**config.mk**
```make
export PLATFORM = sky130hd
export DESIGN_NAME = chps_top
export DESIGN_NICKNAME = d
export VERILOG_FILES = /design/src/hdl/chps_pkg.sv /design/src/hdl/chps_clk_if.sv /design/src/hdl/chps_clk_gen.sv /design/src/hdl/chps_top.sv
export SDC_FILE = /design/constraint.sdc
export NUM_CORES = 1
export LEC_CHECK = 0
export ABC_AREA = 0
export BUFFER_PORTS_ARGS = -buffer_cell sky130_fd_sc_hd__buf_4
export CAP_MARGIN = 20
export CORE_UTILIZATION = 45
export DETAILED_ROUTE_END_ITERATION = 12
export HOLD_SLACK_MARGIN = 0.12
export PLACE_DENSITY = 0.75
export SLEW_MARGIN = 40
export SYNTH_ARGS = -nofsm -noshare
export SYNTH_HDL_FRONTEND = slang
export SYNTH_SLANG_ARGS = --single-unit
```
**constraint.sdc**
```tcl
create_clock -name ref_clk -period 3 [get_ports ref_clk]
set_input_delay 0.45 -clock ref_clk [delete_from_list [all_inputs] [get_ports ref_clk]]
set_output_delay 0.45 -clock ref_clk [all_outputs]
set_load 0.01 [all_outputs]
```
**src/hdl/chps_pkg.sv**
```systemverilog
// constants, register map and field layout of the card host clock and power setup block
// ==========================================================
// Behaviour
// - insertion and removal status bits clear when software writes 1 to them
// - present-state bit shows card presence; software powers and clocks only while it is 1
// - capability field reports base clock frequency; zero means obtain it elsewhere
// - internal-clock-stable flag rises after enabling; software polls it before card clock on
// - writing 1 to card clock output enable starts the divided card clock
// - writing 0 to card clock output enable stops the card clock
// - width control bit selects 4-bit mode when 1, 1-bit mode when 0
// - capability fields report timeout clock frequency and unit; zero means obtain elsewhere
package chps_pkg;
  // ==========================================================
  // register byte offsets
  localparam logic [7:0] OFS_PRESENT = 8'h00;
  localparam logic [7:0] OFS_CLK_CTRL = 8'h04;
  localparam logic [7:0] OFS_PWR_CTRL = 8'h08;
  localparam logic [7:0] OFS_HOST_CTRL = 8'h0c;
  localparam logic [7:0] OFS_TMO_CTRL = 8'h10;
  localparam logic [7:0] OFS_INT_STS = 8'h14;
  localparam logic [7:0] OFS_INT_STS_EN = 8'h18;
  localparam logic [7:0] OFS_INT_SIG_EN = 8'h1c;
  localparam logic [7:0] OFS_CAPS = 8'h20;
  // ==========================================================
  // field positions
  localparam int PS_CARD_IN = 0;
  localparam int PS_CMD_BUSY = 1;
  localparam int PS_DATA_BUSY = 2;
  localparam int CC_INT_EN = 0;
  localparam int CC_STABLE = 1;
  localparam int CC_OUT_ON = 2;
  localparam int CC_DIV_LSB = 8;
  localparam int PC_POWER = 0;
  localparam int PC_VOLT_LSB = 1;
  localparam int HC_WIDTH4 = 1;
  localparam int IS_INSERT = 0;
  localparam int IS_REMOVE = 1;
  localparam int IS_CARD_INT = 2;
  localparam int IS_DATA_TMO = 3;
  localparam int CAP_TMO_LSB = 0;
  localparam int CAP_TMO_UNIT = 7;
  localparam int CAP_BASE_LSB = 8;
  localparam int CAP_VOLT_LSB = 24;
  // ==========================================================
  // widths and reset values
  localparam int DIV_W = 8;
  localparam int VOLT_W = 3;
  localparam int TMO_W = 4;
  localparam int CAPF_W = 6;
  localparam int NUM_EVT = 4;
  localparam int TMO_CNT_W = 28;
  localparam int TMO_BASE_EXP = 13;
  localparam logic [TMO_W-1:0] TMO_MAX_VAL = 4'he;
  localparam logic [NUM_EVT-1:0] INT_EN_RST = 4'h0;
  localparam logic [DIV_W-1:0] DIV_RST = 8'h80;
  localparam logic [VOLT_W-1:0] VOLT_RST = 3'h0;
  localparam logic [TMO_W-1:0] TMO_RST = 4'h0;
  // ==========================================================
  // timing
  localparam int REF_PERIOD_NS = 100;
  localparam int CLK_STABLE_NS = 1000;
  localparam int CLK_STABLE_CYC = (CLK_STABLE_NS + REF_PERIOD_NS - 1) / REF_PERIOD_NS;
  localparam int STABLE_CNT_W = 4;
endpackage

```
**src/hdl/chps_clk_if.sv**
```systemverilog
// signals between the register side and the card clock generator
`timescale 1ns/10ps
interface chps_clk_if;
  logic int_clk_en;
  logic card_clk_output_on;
  logic [chps_pkg::DIV_W-1:0] card_clk_divisor;
  logic int_clk_stable;
  logic card_clk;

  modport ctrl (
    output int_clk_en,
    output card_clk_output_on,
    output card_clk_divisor,
    input int_clk_stable,
    input card_clk
  );
  modport gen (
    input int_clk_en,
    input card_clk_output_on,
    input card_clk_divisor,
    output int_clk_stable,
    output card_clk
  );
endinterface

```
**src/hdl/chps_clk_gen.sv**
```systemverilog
// card clock generator: internal clock stabilisation and divided, gated card clock
`timescale 1ns/10ps
module chps_clk_gen (
  // clock and reset
  input wire logic ref_clk,
  input wire logic rst,
  // control and result
  chps_clk_if.gen clk_ctl
);
  logic [chps_pkg::STABLE_CNT_W-1:0] stab_cnt_q;
  logic stable_q;
  logic [chps_pkg::DIV_W-1:0] div_cnt_q;
  logic [chps_pkg::DIV_W-1:0] half_period;
  logic card_clk_q;
  logic run;
  logic tick;

  // ==========================================================
  // internal clock stable after a fixed settling time
  always_ff @(posedge ref_clk or posedge rst) begin
    if (rst) begin
      stab_cnt_q <= '0;
      stable_q <= 1'b0;
    end else if (!clk_ctl.int_clk_en) begin
      stab_cnt_q <= '0;
      stable_q <= 1'b0;
    end else if (stab_cnt_q == chps_pkg::STABLE_CNT_W'(chps_pkg::CLK_STABLE_CYC - 1)) begin
      stable_q <= 1'b1;
    end else begin
      stab_cnt_q <= stab_cnt_q + 1'b1;
    end
  end

  // ==========================================================
  // divided clock: ref / (2 * divisor); divisor 0 behaves as 1 since the card clock is a flop output
  assign half_period = (clk_ctl.card_clk_divisor == '0) ? chps_pkg::DIV_W'(1) : clk_ctl.card_clk_divisor;
  assign run = clk_ctl.int_clk_en && stable_q && clk_ctl.card_clk_output_on;
  assign tick = (div_cnt_q == half_period - 1'b1);

  always_ff @(posedge ref_clk or posedge rst) begin
    if (rst) begin
      div_cnt_q <= '0;
      card_clk_q <= 1'b0;
    end else if (run || card_clk_q) begin
      // a stop request lets the high phase finish, so the card never sees a runt pulse
      if (tick) begin
        div_cnt_q <= '0;
        card_clk_q <= ~card_clk_q;
      end else begin
        div_cnt_q <= div_cnt_q + 1'b1;
      end
    end else begin
      div_cnt_q <= '0;
      card_clk_q <= 1'b0;
    end
  end

  assign clk_ctl.int_clk_stable = stable_q;
  assign clk_ctl.card_clk = card_clk_q;
endmodule

```
**src/hdl/chps_top.sv**
```systemverilog
// card host clock, power, width, detect and data timeout setup block with an avalon-mm register slave
//
// Decided for this implementation: the address map and register access over Avalon-MM.
`timescale 1ns/10ps
module chps_top #(
  parameter logic [chps_pkg::CAPF_W-1:0] BASE_FREQ_MHZ = 6'd10,
  parameter logic [chps_pkg::CAPF_W-1:0] TMO_FREQ = 6'd10,
  parameter logic TMO_UNIT_MHZ = 1'b1,
  parameter logic [chps_pkg::VOLT_W-1:0] VOLT_SUPPORT = 3'h7
) (
  // clock and reset
  input wire logic ref_clk,
  input wire logic rst,
  // avalon-mm slave
  input wire logic [7:0] avs_address,
  input wire logic avs_read,
  input wire logic avs_write,
  input wire logic [31:0] avs_writedata,
  input wire logic [3:0] avs_byteenable,
  output logic [31:0] avs_readdata,
  output logic avs_waitrequest,
  // card slot and transfer engine status
  input wire logic card_detect_n,
  input wire logic card_int_n,
  input wire logic cmd_line_busy,
  input wire logic data_line_busy,
  input wire logic data_active,
  // card bus controls
  output logic card_clk,
  output logic bus_power_on,
  output logic [chps_pkg::VOLT_W-1:0] bus_volt_sel,
  output logic bus_width4,
  output logic irq
);
  // ==========================================================
  // declarations
  chps_clk_if clk_if ();

  logic ack_q;
  logic [31:0] rdata_q;
  logic [31:0] rdata_d;
  logic wr_en;
  logic int_clk_en_q;
  logic card_clk_output_on_q;
  logic [chps_pkg::DIV_W-1:0] card_clk_divisor_q;
  logic bus_power_on_q;
  logic [chps_pkg::VOLT_W-1:0] bus_volt_sel_q;
  logic width4_q;
  logic [chps_pkg::TMO_W-1:0] tmo_val_q;
  logic [chps_pkg::NUM_EVT-1:0] sts_q;
  logic [chps_pkg::NUM_EVT-1:0] sts_en_q;
  logic [chps_pkg::NUM_EVT-1:0] sig_en_q;
  logic [chps_pkg::NUM_EVT-1:0] evt_set;
  logic [chps_pkg::NUM_EVT-1:0] evt_clr;
  logic card_in_q;
  logic card_in_seen_q;
  logic [chps_pkg::TMO_CNT_W-1:0] tmo_cnt_q;
  logic tmo_hit_q;
  logic tmo_fire;
  logic irq_q;
  logic [31:0] caps;

  // ==========================================================
  // helpers
  function automatic logic [31:0] be_merge(input logic [31:0] old, input logic [31:0] wd, input logic [3:0] be);
    logic [31:0] res;
    res = old;
    for (int i = 0; i < 4; i++) begin
      if (be[i]) begin
        res[i*8 +: 8] = wd[i*8 +: 8];
      end
    end
    return res;
  endfunction

  function automatic logic reg_hit(input logic [7:0] ofs);
    return wr_en && (avs_address == ofs);
  endfunction

  // timeout limit 2^(13+value), value above the largest legal code is held at that code
  function automatic logic [chps_pkg::TMO_CNT_W-1:0] tmo_limit(input logic [chps_pkg::TMO_W-1:0] v);
    logic [chps_pkg::TMO_W-1:0] vc;
    vc = (v > chps_pkg::TMO_MAX_VAL) ? chps_pkg::TMO_MAX_VAL : v;
    return chps_pkg::TMO_CNT_W'(1) << (chps_pkg::TMO_BASE_EXP + int'(vc));
  endfunction

  // ==========================================================
  // capability word, constant
  always_comb begin
    caps = '0;
    caps[chps_pkg::CAP_TMO_LSB +: chps_pkg::CAPF_W] = TMO_FREQ;
    caps[chps_pkg::CAP_TMO_UNIT] = TMO_UNIT_MHZ;
    caps[chps_pkg::CAP_BASE_LSB +: chps_pkg::CAPF_W] = BASE_FREQ_MHZ;
    caps[chps_pkg::CAP_VOLT_LSB +: chps_pkg::VOLT_W] = VOLT_SUPPORT;
  end

  // ==========================================================
  // avalon handshake: one wait state, read data captured as the request is first seen
  always_ff @(posedge ref_clk or posedge rst) begin
    if (rst) begin
      ack_q <= 1'b0;
    end else begin
      ack_q <= (avs_read || avs_write) && !ack_q;
    end
  end

  assign wr_en = avs_write && ack_q;

  always_comb begin
    rdata_d = '0;
    unique case (avs_address)
      chps_pkg::OFS_PRESENT: begin
        rdata_d[chps_pkg::PS_CARD_IN] = card_in_q;
        rdata_d[chps_pkg::PS_CMD_BUSY] = cmd_line_busy;
        rdata_d[chps_pkg::PS_DATA_BUSY] = data_line_busy;
      end
      chps_pkg::OFS_CLK_CTRL: begin
        rdata_d[chps_pkg::CC_INT_EN] = int_clk_en_q;
        rdata_d[chps_pkg::CC_STABLE] = clk_if.int_clk_stable;
        rdata_d[chps_pkg::CC_OUT_ON] = card_clk_output_on_q;
        rdata_d[chps_pkg::CC_DIV_LSB +: chps_pkg::DIV_W] = card_clk_divisor_q;
      end
      chps_pkg::OFS_PWR_CTRL: begin
        rdata_d[chps_pkg::PC_POWER] = bus_power_on_q;
        rdata_d[chps_pkg::PC_VOLT_LSB +: chps_pkg::VOLT_W] = bus_volt_sel_q;
      end
      chps_pkg::OFS_HOST_CTRL: rdata_d[chps_pkg::HC_WIDTH4] = width4_q;
      chps_pkg::OFS_TMO_CTRL: rdata_d[chps_pkg::TMO_W-1:0] = tmo_val_q;
      chps_pkg::OFS_INT_STS: rdata_d[chps_pkg::NUM_EVT-1:0] = sts_q;
      chps_pkg::OFS_INT_STS_EN: rdata_d[chps_pkg::NUM_EVT-1:0] = sts_en_q;
      chps_pkg::OFS_INT_SIG_EN: rdata_d[chps_pkg::NUM_EVT-1:0] = sig_en_q;
      chps_pkg::OFS_CAPS: rdata_d = caps;
      default: rdata_d = '0;
    endcase
  end

  always_ff @(posedge ref_clk or posedge rst) begin
    if (rst) begin
      rdata_q <= '0;
    end else if (avs_read && !ack_q) begin
      rdata_q <= rdata_d;
    end
  end

  // ==========================================================
  // clock control register
  always_ff @(posedge ref_clk or posedge rst) begin
    if (rst) begin
      int_clk_en_q <= 1'b0;
      card_clk_output_on_q <= 1'b0;
      card_clk_divisor_q <= chps_pkg::DIV_RST;
    end else if (reg_hit(chps_pkg::OFS_CLK_CTRL)) begin
      logic [31:0] v;
      v = be_merge(32'({card_clk_divisor_q, 5'h0, card_clk_output_on_q, 1'b0, int_clk_en_q}),
                   avs_writedata, avs_byteenable);
      int_clk_en_q <= v[chps_pkg::CC_INT_EN];
      card_clk_output_on_q <= v[chps_pkg::CC_OUT_ON];
      card_clk_divisor_q <= v[chps_pkg::CC_DIV_LSB +: chps_pkg::DIV_W];
    end
  end

  assign clk_if.int_clk_en = int_clk_en_q;
  assign clk_if.card_clk_output_on = card_clk_output_on_q;
  assign clk_if.card_clk_divisor = card_clk_divisor_q;

  chps_clk_gen u_clk_gen (
    .ref_clk (ref_clk),
    .rst (rst),
    .clk_ctl (clk_if.gen)
  );

  // ==========================================================
  // power, width and timeout registers
  always_ff @(posedge ref_clk or posedge rst) begin
    if (rst) begin
      bus_power_on_q <= 1'b0;
      bus_volt_sel_q <= chps_pkg::VOLT_RST;
    end else if (reg_hit(chps_pkg::OFS_PWR_CTRL) && avs_byteenable[0]) begin
      // voltage and power land in the same write, so one access may do both
      bus_power_on_q <= avs_writedata[chps_pkg::PC_POWER];
      bus_volt_sel_q <= avs_writedata[chps_pkg::PC_VOLT_LSB +: chps_pkg::VOLT_W];
    end
  end

  always_ff @(posedge ref_clk or posedge rst) begin
    if (rst) begin
      width4_q <= 1'b0;
    end else if (reg_hit(chps_pkg::OFS_HOST_CTRL) && avs_byteenable[0]) begin
      width4_q <= avs_writedata[chps_pkg::HC_WIDTH4];
    end
  end

  always_ff @(posedge ref_clk or posedge rst) begin
    if (rst) begin
      tmo_val_q <= chps_pkg::TMO_RST;
    end else if (reg_hit(chps_pkg::OFS_TMO_CTRL) && avs_byteenable[0]) begin
      tmo_val_q <= avs_writedata[chps_pkg::TMO_W-1:0];
    end
  end

  // ==========================================================
  // interrupt enables
  always_ff @(posedge ref_clk or posedge rst) begin
    if (rst) begin
      sts_en_q <= chps_pkg::INT_EN_RST;
      sig_en_q <= chps_pkg::INT_EN_RST;
    end else begin
      if (reg_hit(chps_pkg::OFS_INT_STS_EN) && avs_byteenable[0]) begin
        sts_en_q <= avs_writedata[chps_pkg::NUM_EVT-1:0];
      end
      if (reg_hit(chps_pkg::OFS_INT_SIG_EN) && avs_byteenable[0]) begin
        sig_en_q <= avs_writedata[chps_pkg::NUM_EVT-1:0];
      end
    end
  end

  // ==========================================================
  // card presence; first sample after reset is taken as the baseline, no event
  always_ff @(posedge ref_clk or posedge rst) begin
    if (rst) begin
      card_in_q <= 1'b0;
      card_in_seen_q <= 1'b0;
    end else begin
      card_in_q <= ~card_detect_n;
      card_in_seen_q <= 1'b1;
    end
  end

  // ==========================================================
  // data line timeout, counted on ref_clk while a transfer is active
  always_ff @(posedge ref_clk or posedge rst) begin
    if (rst) begin
      tmo_cnt_q <= '0;
      tmo_hit_q <= 1'b0;
    end else if (!data_active) begin
      tmo_cnt_q <= '0;
      tmo_hit_q <= 1'b0;
    end else if (!tmo_hit_q) begin
      if (tmo_cnt_q == tmo_limit(tmo_val_q) - 1'b1) begin
        tmo_hit_q <= 1'b1;
      end else begin
        tmo_cnt_q <= tmo_cnt_q + 1'b1;
      end
    end
  end

  assign tmo_fire = data_active && !tmo_hit_q && (tmo_cnt_q == tmo_limit(tmo_val_q) - 1'b1);

  // ==========================================================
  // event status: set wins over a write-one clear in the same cycle
  always_comb begin
    evt_set = '0;
    evt_set[chps_pkg::IS_INSERT] = card_in_seen_q && !card_in_q && !card_detect_n;
    evt_set[chps_pkg::IS_REMOVE] = card_in_seen_q && card_in_q && card_detect_n;
    evt_set[chps_pkg::IS_DATA_TMO] = tmo_fire;
    evt_set = evt_set & sts_en_q;
    evt_clr = '0;
    if (reg_hit(chps_pkg::OFS_INT_STS) && avs_byteenable[0]) begin
      evt_clr = avs_writedata[chps_pkg::NUM_EVT-1:0];
    end
    // card interrupt is a level from the card, cleared at the card, not by this register
    evt_clr[chps_pkg::IS_CARD_INT] = 1'b0;
  end

  always_ff @(posedge ref_clk or posedge rst) begin
    if (rst) begin
      sts_q <= '0;
    end else begin
      sts_q <= (sts_q & ~evt_clr) | evt_set;
      sts_q[chps_pkg::IS_CARD_INT] <= !card_int_n && sts_en_q[chps_pkg::IS_CARD_INT];
    end
  end

  always_ff @(posedge ref_clk or posedge rst) begin
    if (rst) begin
      irq_q <= 1'b0;
    end else begin
      irq_q <= |(sts_q & sig_en_q);
    end
  end

  // ==========================================================
  // outputs
  assign avs_readdata = rdata_q;
  assign avs_waitrequest = ~ack_q;
  assign card_clk = clk_if.card_clk;
  assign bus_power_on = bus_power_on_q;
  assign bus_volt_sel = bus_volt_sel_q;
  assign bus_width4 = width4_q;
  assign irq = irq_q;
endmodule

```
## Word level (Yosys, flattened, before mapping)

Cells that the tools add are included.

| cells by class | value |
|---|---|
| reductions and logical operators | 38 |
| bitwise operators | 8 |
| add/subtract/negate cells | 6 |
| $lt $le $gt $ge | 1 |
| equal/unequal tests | 16 |
| multiplexer cells | 24 |
| shifts and indexed selects | 1 |

Operators with widths:

| operator | number |
|---|---|
| 28-bit 2-to-1 mux | 3 |
| 8-bit by 5-bit equality test with 1-bit output, second input constant | 4 |
| 28-bit by 1-bit adder with 28-bit output, second input constant | 1 |
| 28-bit equality test | 1 |
| 1-bit by 5-bit left shift with 28-bit output, first input constant | 1 |
| 28-bit by 1-bit subtractor with 28-bit output, second input constant | 1 |
| 1-bit logical AND | 25 |
| 8-bit 2-to-1 mux | 3 |
| 4-bit 2-to-1 mux | 5 |
| 8-bit by 4-bit equality test with 1-bit output, second input constant | 2 |
| 8-bit logical NOT | 2 |
| 8-bit case mux with 2 select lines | 1 |
| 1-bit case mux with 7 select lines | 2 |
| 4-bit AND | 3 |
| 11-bit 2-to-1 mux | 1 |
| 1-bit case mux with 9 select lines | 1 |
| 8-bit by 1-bit adder with 8-bit output, second input constant | 1 |
| 8-bit by 3-bit equality test with 1-bit output, second input constant | 1 |
| 8-bit by 6-bit equality test with 1-bit output, second input constant | 1 |
| 8-bit equality test | 1 |
| 8-bit by 1-bit subtractor with 8-bit output, second input constant | 1 |
| 1-bit 2-to-1 mux | 7 |
| 2-bit inequality test, second input constant | 3 |
| 1-bit case mux with 6 select lines | 1 |
| other kinds (12) | 22 |

| word-level totals | value |
|---|---|
| bits of input ports | 53 |
| output and inout bits | 40 |
| bits in registers | 110 |
| word-level logic and storage cells | 115 |

## Depth between registers and ports, before layout

Gate-level depths: netlist (run 1).

| logic depth | value |
|---|---|
| depth after elaboration | 9 |
| gate-level depth with buffers | 12 |
| depth with buffers taken out | 11 |

## By module

From an unflattened synthesis (run 1), not the netlist that was laid out.

| second synthesis, totals | value |
|---|---|
| cell total of the unflattened synthesis | 546 |
| area, all modules | 5227.5 um^2 |

By module, submodules not included:

| module | cells each | area each (um^2) | sequential area each (um^2) | times used |
|---|---|---|---|---|
| chps_top | 452 | 4317.9 | 1928.1 | 1 |
| chps_clk_gen | 94 | 909.6 | 350.3 | 1 |

## Least setup slack after synthesis (run 1)

Ideal clock, no wire load.

| path | value |
|---|---|
| kind | flip-flop to flip-flop |
| start point | register card_clk_divisor_q[5] in the netlist's numbering |
| end point | register u_clk_gen.div_cnt_q[2] in the netlist's numbering |
| required time | 2875 ps |
| cell stages (with the launch flop) | 13 |
| path buffers | 1 |
| setup slack | 296 ps |
| clock period less this slack | 2704 ps |
| setup time | 125 ps |
| arrival | 2580 ps |
| cells stage by stage | dfrtp_1 clkbuf_1 or4_1 nor3_1 a21oi_1 ha_1 xor2_1 xnor2_1 a32o_1 nand3_1 nor4_1 a21o_1 nor2_1 |

| on the way | value |
|---|---|
| word-level cells in the longest chain between the ends | 6 |

Ends and longest elaborated chain:

| item | RTL line | RTL |
|---|---|---|
| start, declared | chps_top.sv:45 | `logic [chps_pkg::DIV_W-1:0] card_clk_divisor_q;` |
| start signal, assigned | chps_top.sv:151 | `card_clk_divisor_q <= chps_pkg::DIV_RST;` |
| start signal, assigned | chps_top.sv:158 | `card_clk_divisor_q <= v[chps_pkg::CC_DIV_LSB +: chps_pkg::DIV_W];` |
| 8-bit logical NOT | chps_clk_gen.sv:36 | `assign half_period = (clk_ctl.card_clk_divisor == '0) ? chps_pkg::DIV_W'(1) : clk_ctl.card_clk_divisor;` |
| 8-bit 2-to-1 mux * | chps_clk_gen.sv:36 |  |
| 8-bit by 1-bit subtractor with 8-bit output * | chps_clk_gen.sv:38 | `assign tick = (div_cnt_q == half_period - 1'b1);` |
| 8-bit equality test * | chps_clk_gen.sv:38 |  |
| 8-bit 2-to-1 mux * | chps_clk_gen.sv:46 | `if (tick) begin` |
| 8-bit 2-to-1 mux * | chps_clk_gen.sv:44 | `end else if (run \|\| card_clk_q) begin` |
| end signal, assigned | chps_clk_gen.sv:50 | `div_cnt_q <= div_cnt_q + 1'b1;` |
| end, declared | chps_clk_gen.sv:12 | `logic [chps_pkg::DIV_W-1:0] div_cnt_q;` |

Mark *: on every way between the ends. The rest lies on a longest branch, timed or not.
A chain may end at the register's enable or synchronous reset.

## Worst setup path after layout (run 1)

| path | value |
|---|---|
| start point | register card_clk_divisor_q[7] in the netlist's numbering |
| end point | register u_clk_gen.div_cnt_q[0] in the netlist's numbering |

The elaborated chain is that of the path after synthesis.

==> flow_summary_export.csv, run 1 <==
group,metric,value,unit
placement,dp_hpwl,9460,um
finish,most_frequent_standard_cell_in_the_layout_excluding_fill_and_tap_cells,"dfrtp_1",
run_status,outcome,"completed",
clocking,post_cts.repair.setup_buffers,0,
timing,timing.clock.skew,0.00726,ns
synthesis,fraction_of_post_synthesis_cell_area_in_the_top_cell_type_by_area,40.6,%
worst_setup_path,worstSetupStartpoint,"card_clk_divisor_q[7]",
synthesis,ys_top_cells_by_area,"dfrtp_1, mux2_2, nand2_1",
grt,globalRoute.totalOverflow,0,
floorplanning,die_area,12800,um^2
clocking,clock_tree.buffer_depth,2,
drt,final_antenna_net_count,0,
worst_setup_path,crit_path_start_kind,"flop",
timing,achievable-frequency,351,MHz
floorplanning,initial_core_util,46.2,%
floorplanning,top_level_ports,93,
synthesis,yosys_register_bits,91,
synthesis,synthXorXnorAreaFrac,4.57,%
synthesis,synthesis.yosys.warnings,0,
synthesis,synth_area_per_cell,9.61,um^2
synthesis,synth_fa_ha_area_share,1.35,%
pwr,power.density_cell_area,428,nW/um^2
pwr,total_leakage_power,2.74,nW
timing,holdWs,0.166,ns
worst_setup_path,rr_startpoint,"card_clk_divisor_q[7]",
worst_setup_path,criticalPathCategory,"reg2reg",
finish,drive_gt1_share,22.0,%
timing,timing_max_transition_violations_final,0,
drt,route.detailed.wl_per_inst,16.8,um
finish,layout.cells.most_common_list,"dfrtp_1, buf_4, nand2_1",
synthesis,synthesized_instance_count,578,
floorplanning,die-width,113,um
synthesis,synth_top_family_by_area,"simple AND/OR/NAND/NOR gates",
worst_setup_path,critPathMaxFanout,8,
worst_setup_path,kind_of_end_point_of_the_critical_path,"flop",
timing,report.final.setup_viol,0,
finish,flow.area_growth_from_synthesis,14.6,%
timing,timing.final.crit_share,94.9,%
clocking,post_cts_hold_buffer_count,0,
floorplanning,floorplan.rows,40,
synthesis,muxShareOfSynthArea,9.10,%
synthesis,synth_simple_gate_area_share,24.2,%
synthesis,synth.distinct_cells,79,
worst_setup_path,timing.reg2reg.worst_path_depth,11,
clocking,clock_insertion_delay_worst_skew,0.35,ns
timing,period_needed,2.85,ns
synthesis,synth_async_sr_flop_share,100,%
clocking,cts_resized,0,
clocking,cts.htree.levels,3,
drt,detailed_router_s_first_iteration_violation_count,416,
grt,grt_util_all_layers,21.5,%
worst_setup_path,crit_path_capture,"u_clk_gen.div_cnt_q[0]",
placement,place.port_buffers,54,
floorplanning,core-area,12000,um^2
finish,antenna_cells,0,
placement,dpl-instance-area,6020,um^2
synthesis,synthDominantAreaCellType,"dfrtp_1",
clocking,tritoncts.num_buffers,9,
worst_setup_path,cp_data_required_time,3.23,ns
timing,final_hold_viol_count,0,
grt,grt_pass1_wl,21600,um
timing,timing_worst_slew_pin_value,0.732,ns
synthesis,number_of_synthesized_flops_with_an_enable_pin,0,
finish,non_filler_cell_area_final,6360,um^2
synthesis,synth_compound_gate_area_share,13.1,%
worst_setup_path,timing.reg2reg.setup_slack,0.15,ns
worst_setup_path,reg2reg_to,"u_clk_gen.div_cnt_q[0]",
floorplanning,chipHeight,113,um
drt,drt_pass1_iterations,5,
clocking,clock_sinks,91,
grt,pin_count_of_the_biggest_net_entering_global_routing,51,
clocking,cts_root_buffer,"clkbuf_16",
hold_path,class_of_the_worst_hold_path,"in2async",
synthesis,seq_area_frac_synth,41.0,%
run,cap_violations,0,
clocking,clkSlewWorstSetupHoldPaths,0.07,ns
drt,drt-total-wl,13100,um
synthesis,mappedNetlistArea,5550,um^2
worst_setup_path,worst-endpoint-arrival,3.08,ns
timing,max-slew-margin-rel,51.1,%
pwr,max-vdd-ir-drop,0.332,mV
grt,antenna_found_initial,0,
grt,first_global_vias,4316,
drt,post-route-drc-count,0,
placement,gp_congestion,0.880,
clocking,tritoncts,"yes",
synthesis,synth-main-ff-cell,"dfrtp_1",
drt,dr_total_vias,4553,
drt,number_of_vias_per_cell,5.84,
finish,num-nets-final,686,
==> where the power goes <==
part / switching [W] / internal, W
Combinational: 0.000119 / 0.0000765
Sequential: 0.0000166 / 0.00124
Clock: 0.000494 / 0.000779
Total: 0.000631 / 0.00210
==> per-layer routing <==
layer,vias up,track usage (%),share of wire [%]
met3,14,3.11,4.3
li1,2159,-,-
met4,0,8.51,1.7
met5,-,0,0
met2,140,34.7,48
met1,2240,29.3,46
==> metrics by stage <==
| step | util (%) | instances | setup TNS (ns) | setup slack, ns | power, W |
|---|---|---|---|---|---|
| floorplan | - | 595 | 0 | 0.188 | 0.00142 |
| CTS | 52.9 | 779 | 0 | 0.0541 | 0.00274 |
| global placement | 50.1 | 763 | 0 | 0.166 | 0.00147 |
| detailed placement | 50.1 | 763 | 0 | 0.0735 | 0.00147 |
| finish | 53.0 | 779 | 0 | 0.154 | 0.00273 |
| global route | 53.0 | 779 | -0.117 | -0.0309 | 0.00282 |
==> critical path, cell delays in order (launching register included) <==
cell and delay [ns]:
dfstp_2 0.39, or4_1 0.54, nor3_1 0.25, a21oi_1 0.16, ha_1 0.28, xor2_1 0.19, xnor2_1 0.15, a32o_1 0.15
nand3_1 0.09, nor4_2 0.24, a21o_2 0.23, nor2_1 0.07
==> worst min path at each step <==
stage                       endpoint
floorplan                      ack_q
global placement               ack_q
detailed placement             ack_q
CTS                  avs_readdata[9]
global route        avs_readdata[10]
finish              avs_readdata[10]
==> Yosys cell counts, types with 3 or more instances <==
cell,count
xor2_1,12
a311oi_1,4
xnor2_1,17
mux4_2,4
nor3_1,14
inv_1,16
nand3b_1,3
nor2_1,29
nor2b_1,6
mux2i_1,10
and2_1,3
mux2_2,28
clkbuf_1,13
dfrtp_1,90
nor4_1,8
o31ai_1,8
nand2b_1,16
a21o_1,3
o21ai_0,17
nand2_1,64
nor4b_1,3
o21ai_1,9
o21a_1,3
buf_2,7
buf_4,20
or4_1,8
nand3_1,28
ha_1,6
nand4_1,8
and3_1,13
a21oi_2,4
a21oi_1,27
nand4b_1,6
buf_6,4
or3_1,13
==> flip-flops by register name, summed over array words and instances (netlist names), 3 cells and up <==
signal and count:
u_clk_gen.stab_cnt_q 4, sts_en_q 4, sig_en_q 4, u_clk_gen.div_cnt_q 8
card_clk_divisor_q 8, avs_readdata 13, tmo_cnt_q 28, bus_volt_sel 3
tmo_val_q 4, sts_q 4
==> kinds of logic (layout without fill, tap and decap cells) <==
family / after synthesis / after routing
compound gates: 105 / 105
xor+xnor: 29 / 29
fa+ha+maj: 6 / 6
buf+inv: 63 / 100
flops: 91 / 91
mux: 42 / 42
other cells: 2 / 19
simple gates: 240 / 240
==> cell type report <==
| cell class | instances | area, um^2 |
|---|---|---|
| inverters | 17 | 66.3 |
| well taps | 147 | 184 |
| flip-flops and latches | 91 | 2280 |
| fillers | 1088 | 5650 |
| multi-input cells | 441 | 2980 |
| repair buffers | 67 | 515 |
| clock inverters | 5 | 83.8 |
| clock buffers | 11 | 253 |
Note: power is estimated with default switching activity, not from simulation.
==> inputs of run 2 (changes only) <==
==> constraint.sdc (replaced) <==
create_clock -name ref_clk -period 3 [get_ports ref_clk]
set_input_delay 0.15 -clock ref_clk [delete_from_list [all_inputs] [get_ports ref_clk]]
set_output_delay 0.15 -clock ref_clk [all_outputs]
set_load 0.01 [all_outputs]
==> run 2 against run 1 <==
Routed wire length grew 0.34%. Sequential power hardly changed. Worst setup slack improved by 0.12 ns. Die area is the same. Count of clock-buffer cells in the layout is the same. Maximum frequency grew 4.6%. Sequential share of layout area decreased by 0.84 points. Clock power is 5% lower. Critical path depth is 1 higher. Critical endpoint is now u_clk_gen.div_cnt_q[3]. Largest cell class unchanged.
==> flow_summary_export.csv, run 2 (synthesis results as in run 1) <==
group,metric,value,unit
worst_setup_path,cp_top_family,"simple AND/OR/NAND/NOR gates",
hold_path,class_of_the_worst_hold_path,"in2reg",
worst_setup_path,timing.critical_path.cells,"or4_1 > nor3_2 > a21oi_1 > ha_1 > xor2_1 > xnor2_1 > a32o_1 > nand3_1 > nor4_2 > buf_4 > a21o_2 > nor2_1",
hold_path,holdPathEnd,"tmo_cnt_q[5]",
worst_setup_path,rr_startpoint,"card_clk_divisor_q[7]",
pwr,share_of_power_burned_in_registers,46.9,%
worst_setup_path,criticalPathCategory,"reg2reg",
drt,post-route-drc-count,0,
clocking,clkSlewWorstSetupHoldPaths,0.06,ns
finish,layout.cells.most_common_list,"dfrtp_1, buf_4, nand2_1",
finish,largest_register_ff_count,28,
drt,final_antenna_net_count,0,
grt,antenna_found_initial,0,
finish,antenna_cells,0,
finish,most_frequent_standard_cell_in_the_layout_excluding_fill_and_tap_cells,"dfrtp_1",
worst_setup_path,crit_path_start_kind,"flop",
drt,drt-total-wl,13100,um
grt,grt_util_all_layers,22.1,%
worst_setup_path,crit_buf_inv,1,
run,cap_violations,0,
placement,dpl-instance-area,6010,um^2
clocking,clock_tree.buffer_depth,2,
drt,route.detailed.wl_per_inst,16.5,um
timing,timing.clock.skew,0.00894,ns
floorplanning,chipHeight,113,um
pwr,total_leakage_power,2.81,nW
grt,pin_count_of_the_biggest_net_entering_global_routing,44,
hold_path,hold_path_depth,3,
finish,flow.area_growth_from_synthesis,17.4,%
drt,drt_pass1_iterations,4,
drt,number_of_vias_per_cell,5.77,
run_status,outcome,"completed",
worst_setup_path,worst-endpoint-arrival,3.00,ns
floorplanning,initial_core_util,46.2,%
clocking,clock_sinks,91,
hold_path,worstHoldStart,"data_active",
clocking,cts_root_buffer,"clkbuf_16",
pwr,power.share.clock,45.2,%
clocking,cts.htree.levels,3,
clocking,post_cts.repair.setup_buffers,0,
worst_setup_path,worst_path_largest_cell_delay,0.55,ns
placement,place.port_buffers,54,
timing,max-slew-margin-rel,49.0,%
clocking,tritoncts,"yes",
floorplanning,top_level_ports,93,
floorplanning,core-area,12000,um^2
floorplanning,floorplan.rows,40,
worst_setup_path,timing.reg2reg.worst_path_depth,12,
timing,period_needed,2.72,ns
finish,num-nets-final,704,
timing,timing.final.crit_share,90.7,%
worst_setup_path,worst_path_max_delay_cell,"or4_1",
timing,report.final.setup_viol,0,
placement,gp_congestion,0.877,
grt,grt_pass1_wl,22300,um
clocking,clock_insertion_delay_worst_skew,0.34,ns
timing,rsz_0062_raised_after_global_routing,"no",
worst_setup_path,critPathMaxFanout,8,
timing,achievable-frequency,367,MHz
floorplanning,die-width,113,um
drt,detailed_router_s_first_iteration_violation_count,331,
pwr,max-vdd-ir-drop,0.250,mV
grt,first_global_vias,4618,
finish,fill_cells,1047,
finish,non_filler_cell_area_final,6520,um^2
clocking,tritoncts.num_buffers,9,
timing,setup_tns_after_final_layout,0,ns
worst_setup_path,kind_of_end_point_of_the_critical_path,"flop",
drt,dr_total_vias,4600,
timing,worst_slack,0.278,ns
finish,largest-register,"tmo_cnt_q",
pwr,internal_power,0.00207,W
worst_setup_path,timing.reg2reg.setup_slack,0.28,ns
pwr,power_switching_share,22.9,%
pwr,p_comb_share,8.0,%
timing,final_hold_viol_count,0,
floorplanning,die_area,12800,um^2
timing,timing_max_transition_violations_final,0,
worst_setup_path,cp_data_required_time,3.27,ns
timing,timing_worst_slew_pin_value,0.763,ns
placement,dp_hpwl,9370,um
placement,place_ws,0.187,ns
grt,globalRoute.totalOverflow,0,
finish,drive_gt1_share,21.4,%
worst_setup_path,reg2reg_to,"u_clk_gen.div_cnt_q[3]",
pwr,switching_power_total,0.000615,W
pwr,power.density_cell_area,412,nW/um^2
==> run 2: worst min-delay path: cells and delay by family <==
kind                   cells  cell delay (ns)
multiplexers               1             0.06
buffers and inverters      1             0.19
AND/OR/NAND/NOR            1             0.09
==> run 2: power groups by stage <==
stage / Clock (W) / Sequential, W / Combinational, W
after CTS: 0.00123 / 0.00126 / 0.000211
final: 0.00121 / 0.00126 / 0.000214
after global routing: 0.00128 / 0.00126 / 0.000238
after floorplan: 0 / 0.00127 / 0.000142
after global placement: 0 / 0.00128 / 0.000187
after detailed placement: 0 / 0.00128 / 0.000193
==> run 2: area by class of cell <==
class                           count  area, um^2  share of cell area [%]
Clock inverter                      5        86.3                    1.32
Multi-Input combinational cell    441        2990                    45.9
Tap cell                          147         184                    2.82
Timing Repair Buffer               85         681                    10.4
Clock buffer                       11         233                    3.57
Inverter                           17        66.3                    1.02
Sequential cell                    91        2280                    35.0
==> run 2: metal layers <==
| layer | global-route usage [%] | up-vias | share of wire [%] |
|---|---|---|---|
| met4 | 9.65 | 0 | 2.1 |
| met1 | 28.1 | 2249 | 45 |
| met5 | 0 | - | 0 |
| met3 | 3.59 | 19 | 4.1 |
| met2 | 37.1 | 134 | 49 |
| li1 | - | 2198 | - |
==> run 2: metrics by stage <==
step | utilization, % | hold WS (ns) | instances | power, W
4_1_cts | 54.1 | 0.183 | 797 | 0.00270
3_3_place_gp | 50.1 | 0.302 | 764 | 0.00147
3_5_place_dp | 50.1 | 0.312 | 764 | 0.00147
5_1_grt | 54.3 | 0.209 | 797 | 0.00277
6_report | 54.3 | 0.194 | 797 | 0.00268
2_1_floorplan | - | 0.216 | 595 | 0.00142
==> run 2: worst max-delay path by stage <==
stage,slack (ns),startpoint,cells after the start,end
2_1_floorplan,0.30,card_clk_divisor_q[5],12,u_clk_gen.div_cnt_q[2]
3_5_place_dp,0.19,card_clk_divisor_q[7],12,u_clk_gen.div_cnt_q[3]
4_1_cts,0.11,card_clk_divisor_q[7],12,u_clk_gen.div_cnt_q[3]
6_report,0.28,card_clk_divisor_q[7],12,u_clk_gen.div_cnt_q[3]
5_1_grt,0.02,card_clk_divisor_q[7],12,u_clk_gen.div_cnt_q[6]
3_3_place_gp,0.21,card_clk_divisor_q[7],12,u_clk_gen.div_cnt_q[7]
==> run 2: repair_timing <==
action	in CTS	in global routing
endpoints found under the setup margin	0	8
hold endpoints to repair	72	0
gates resized for setup	0	3
hold buffers	17	0
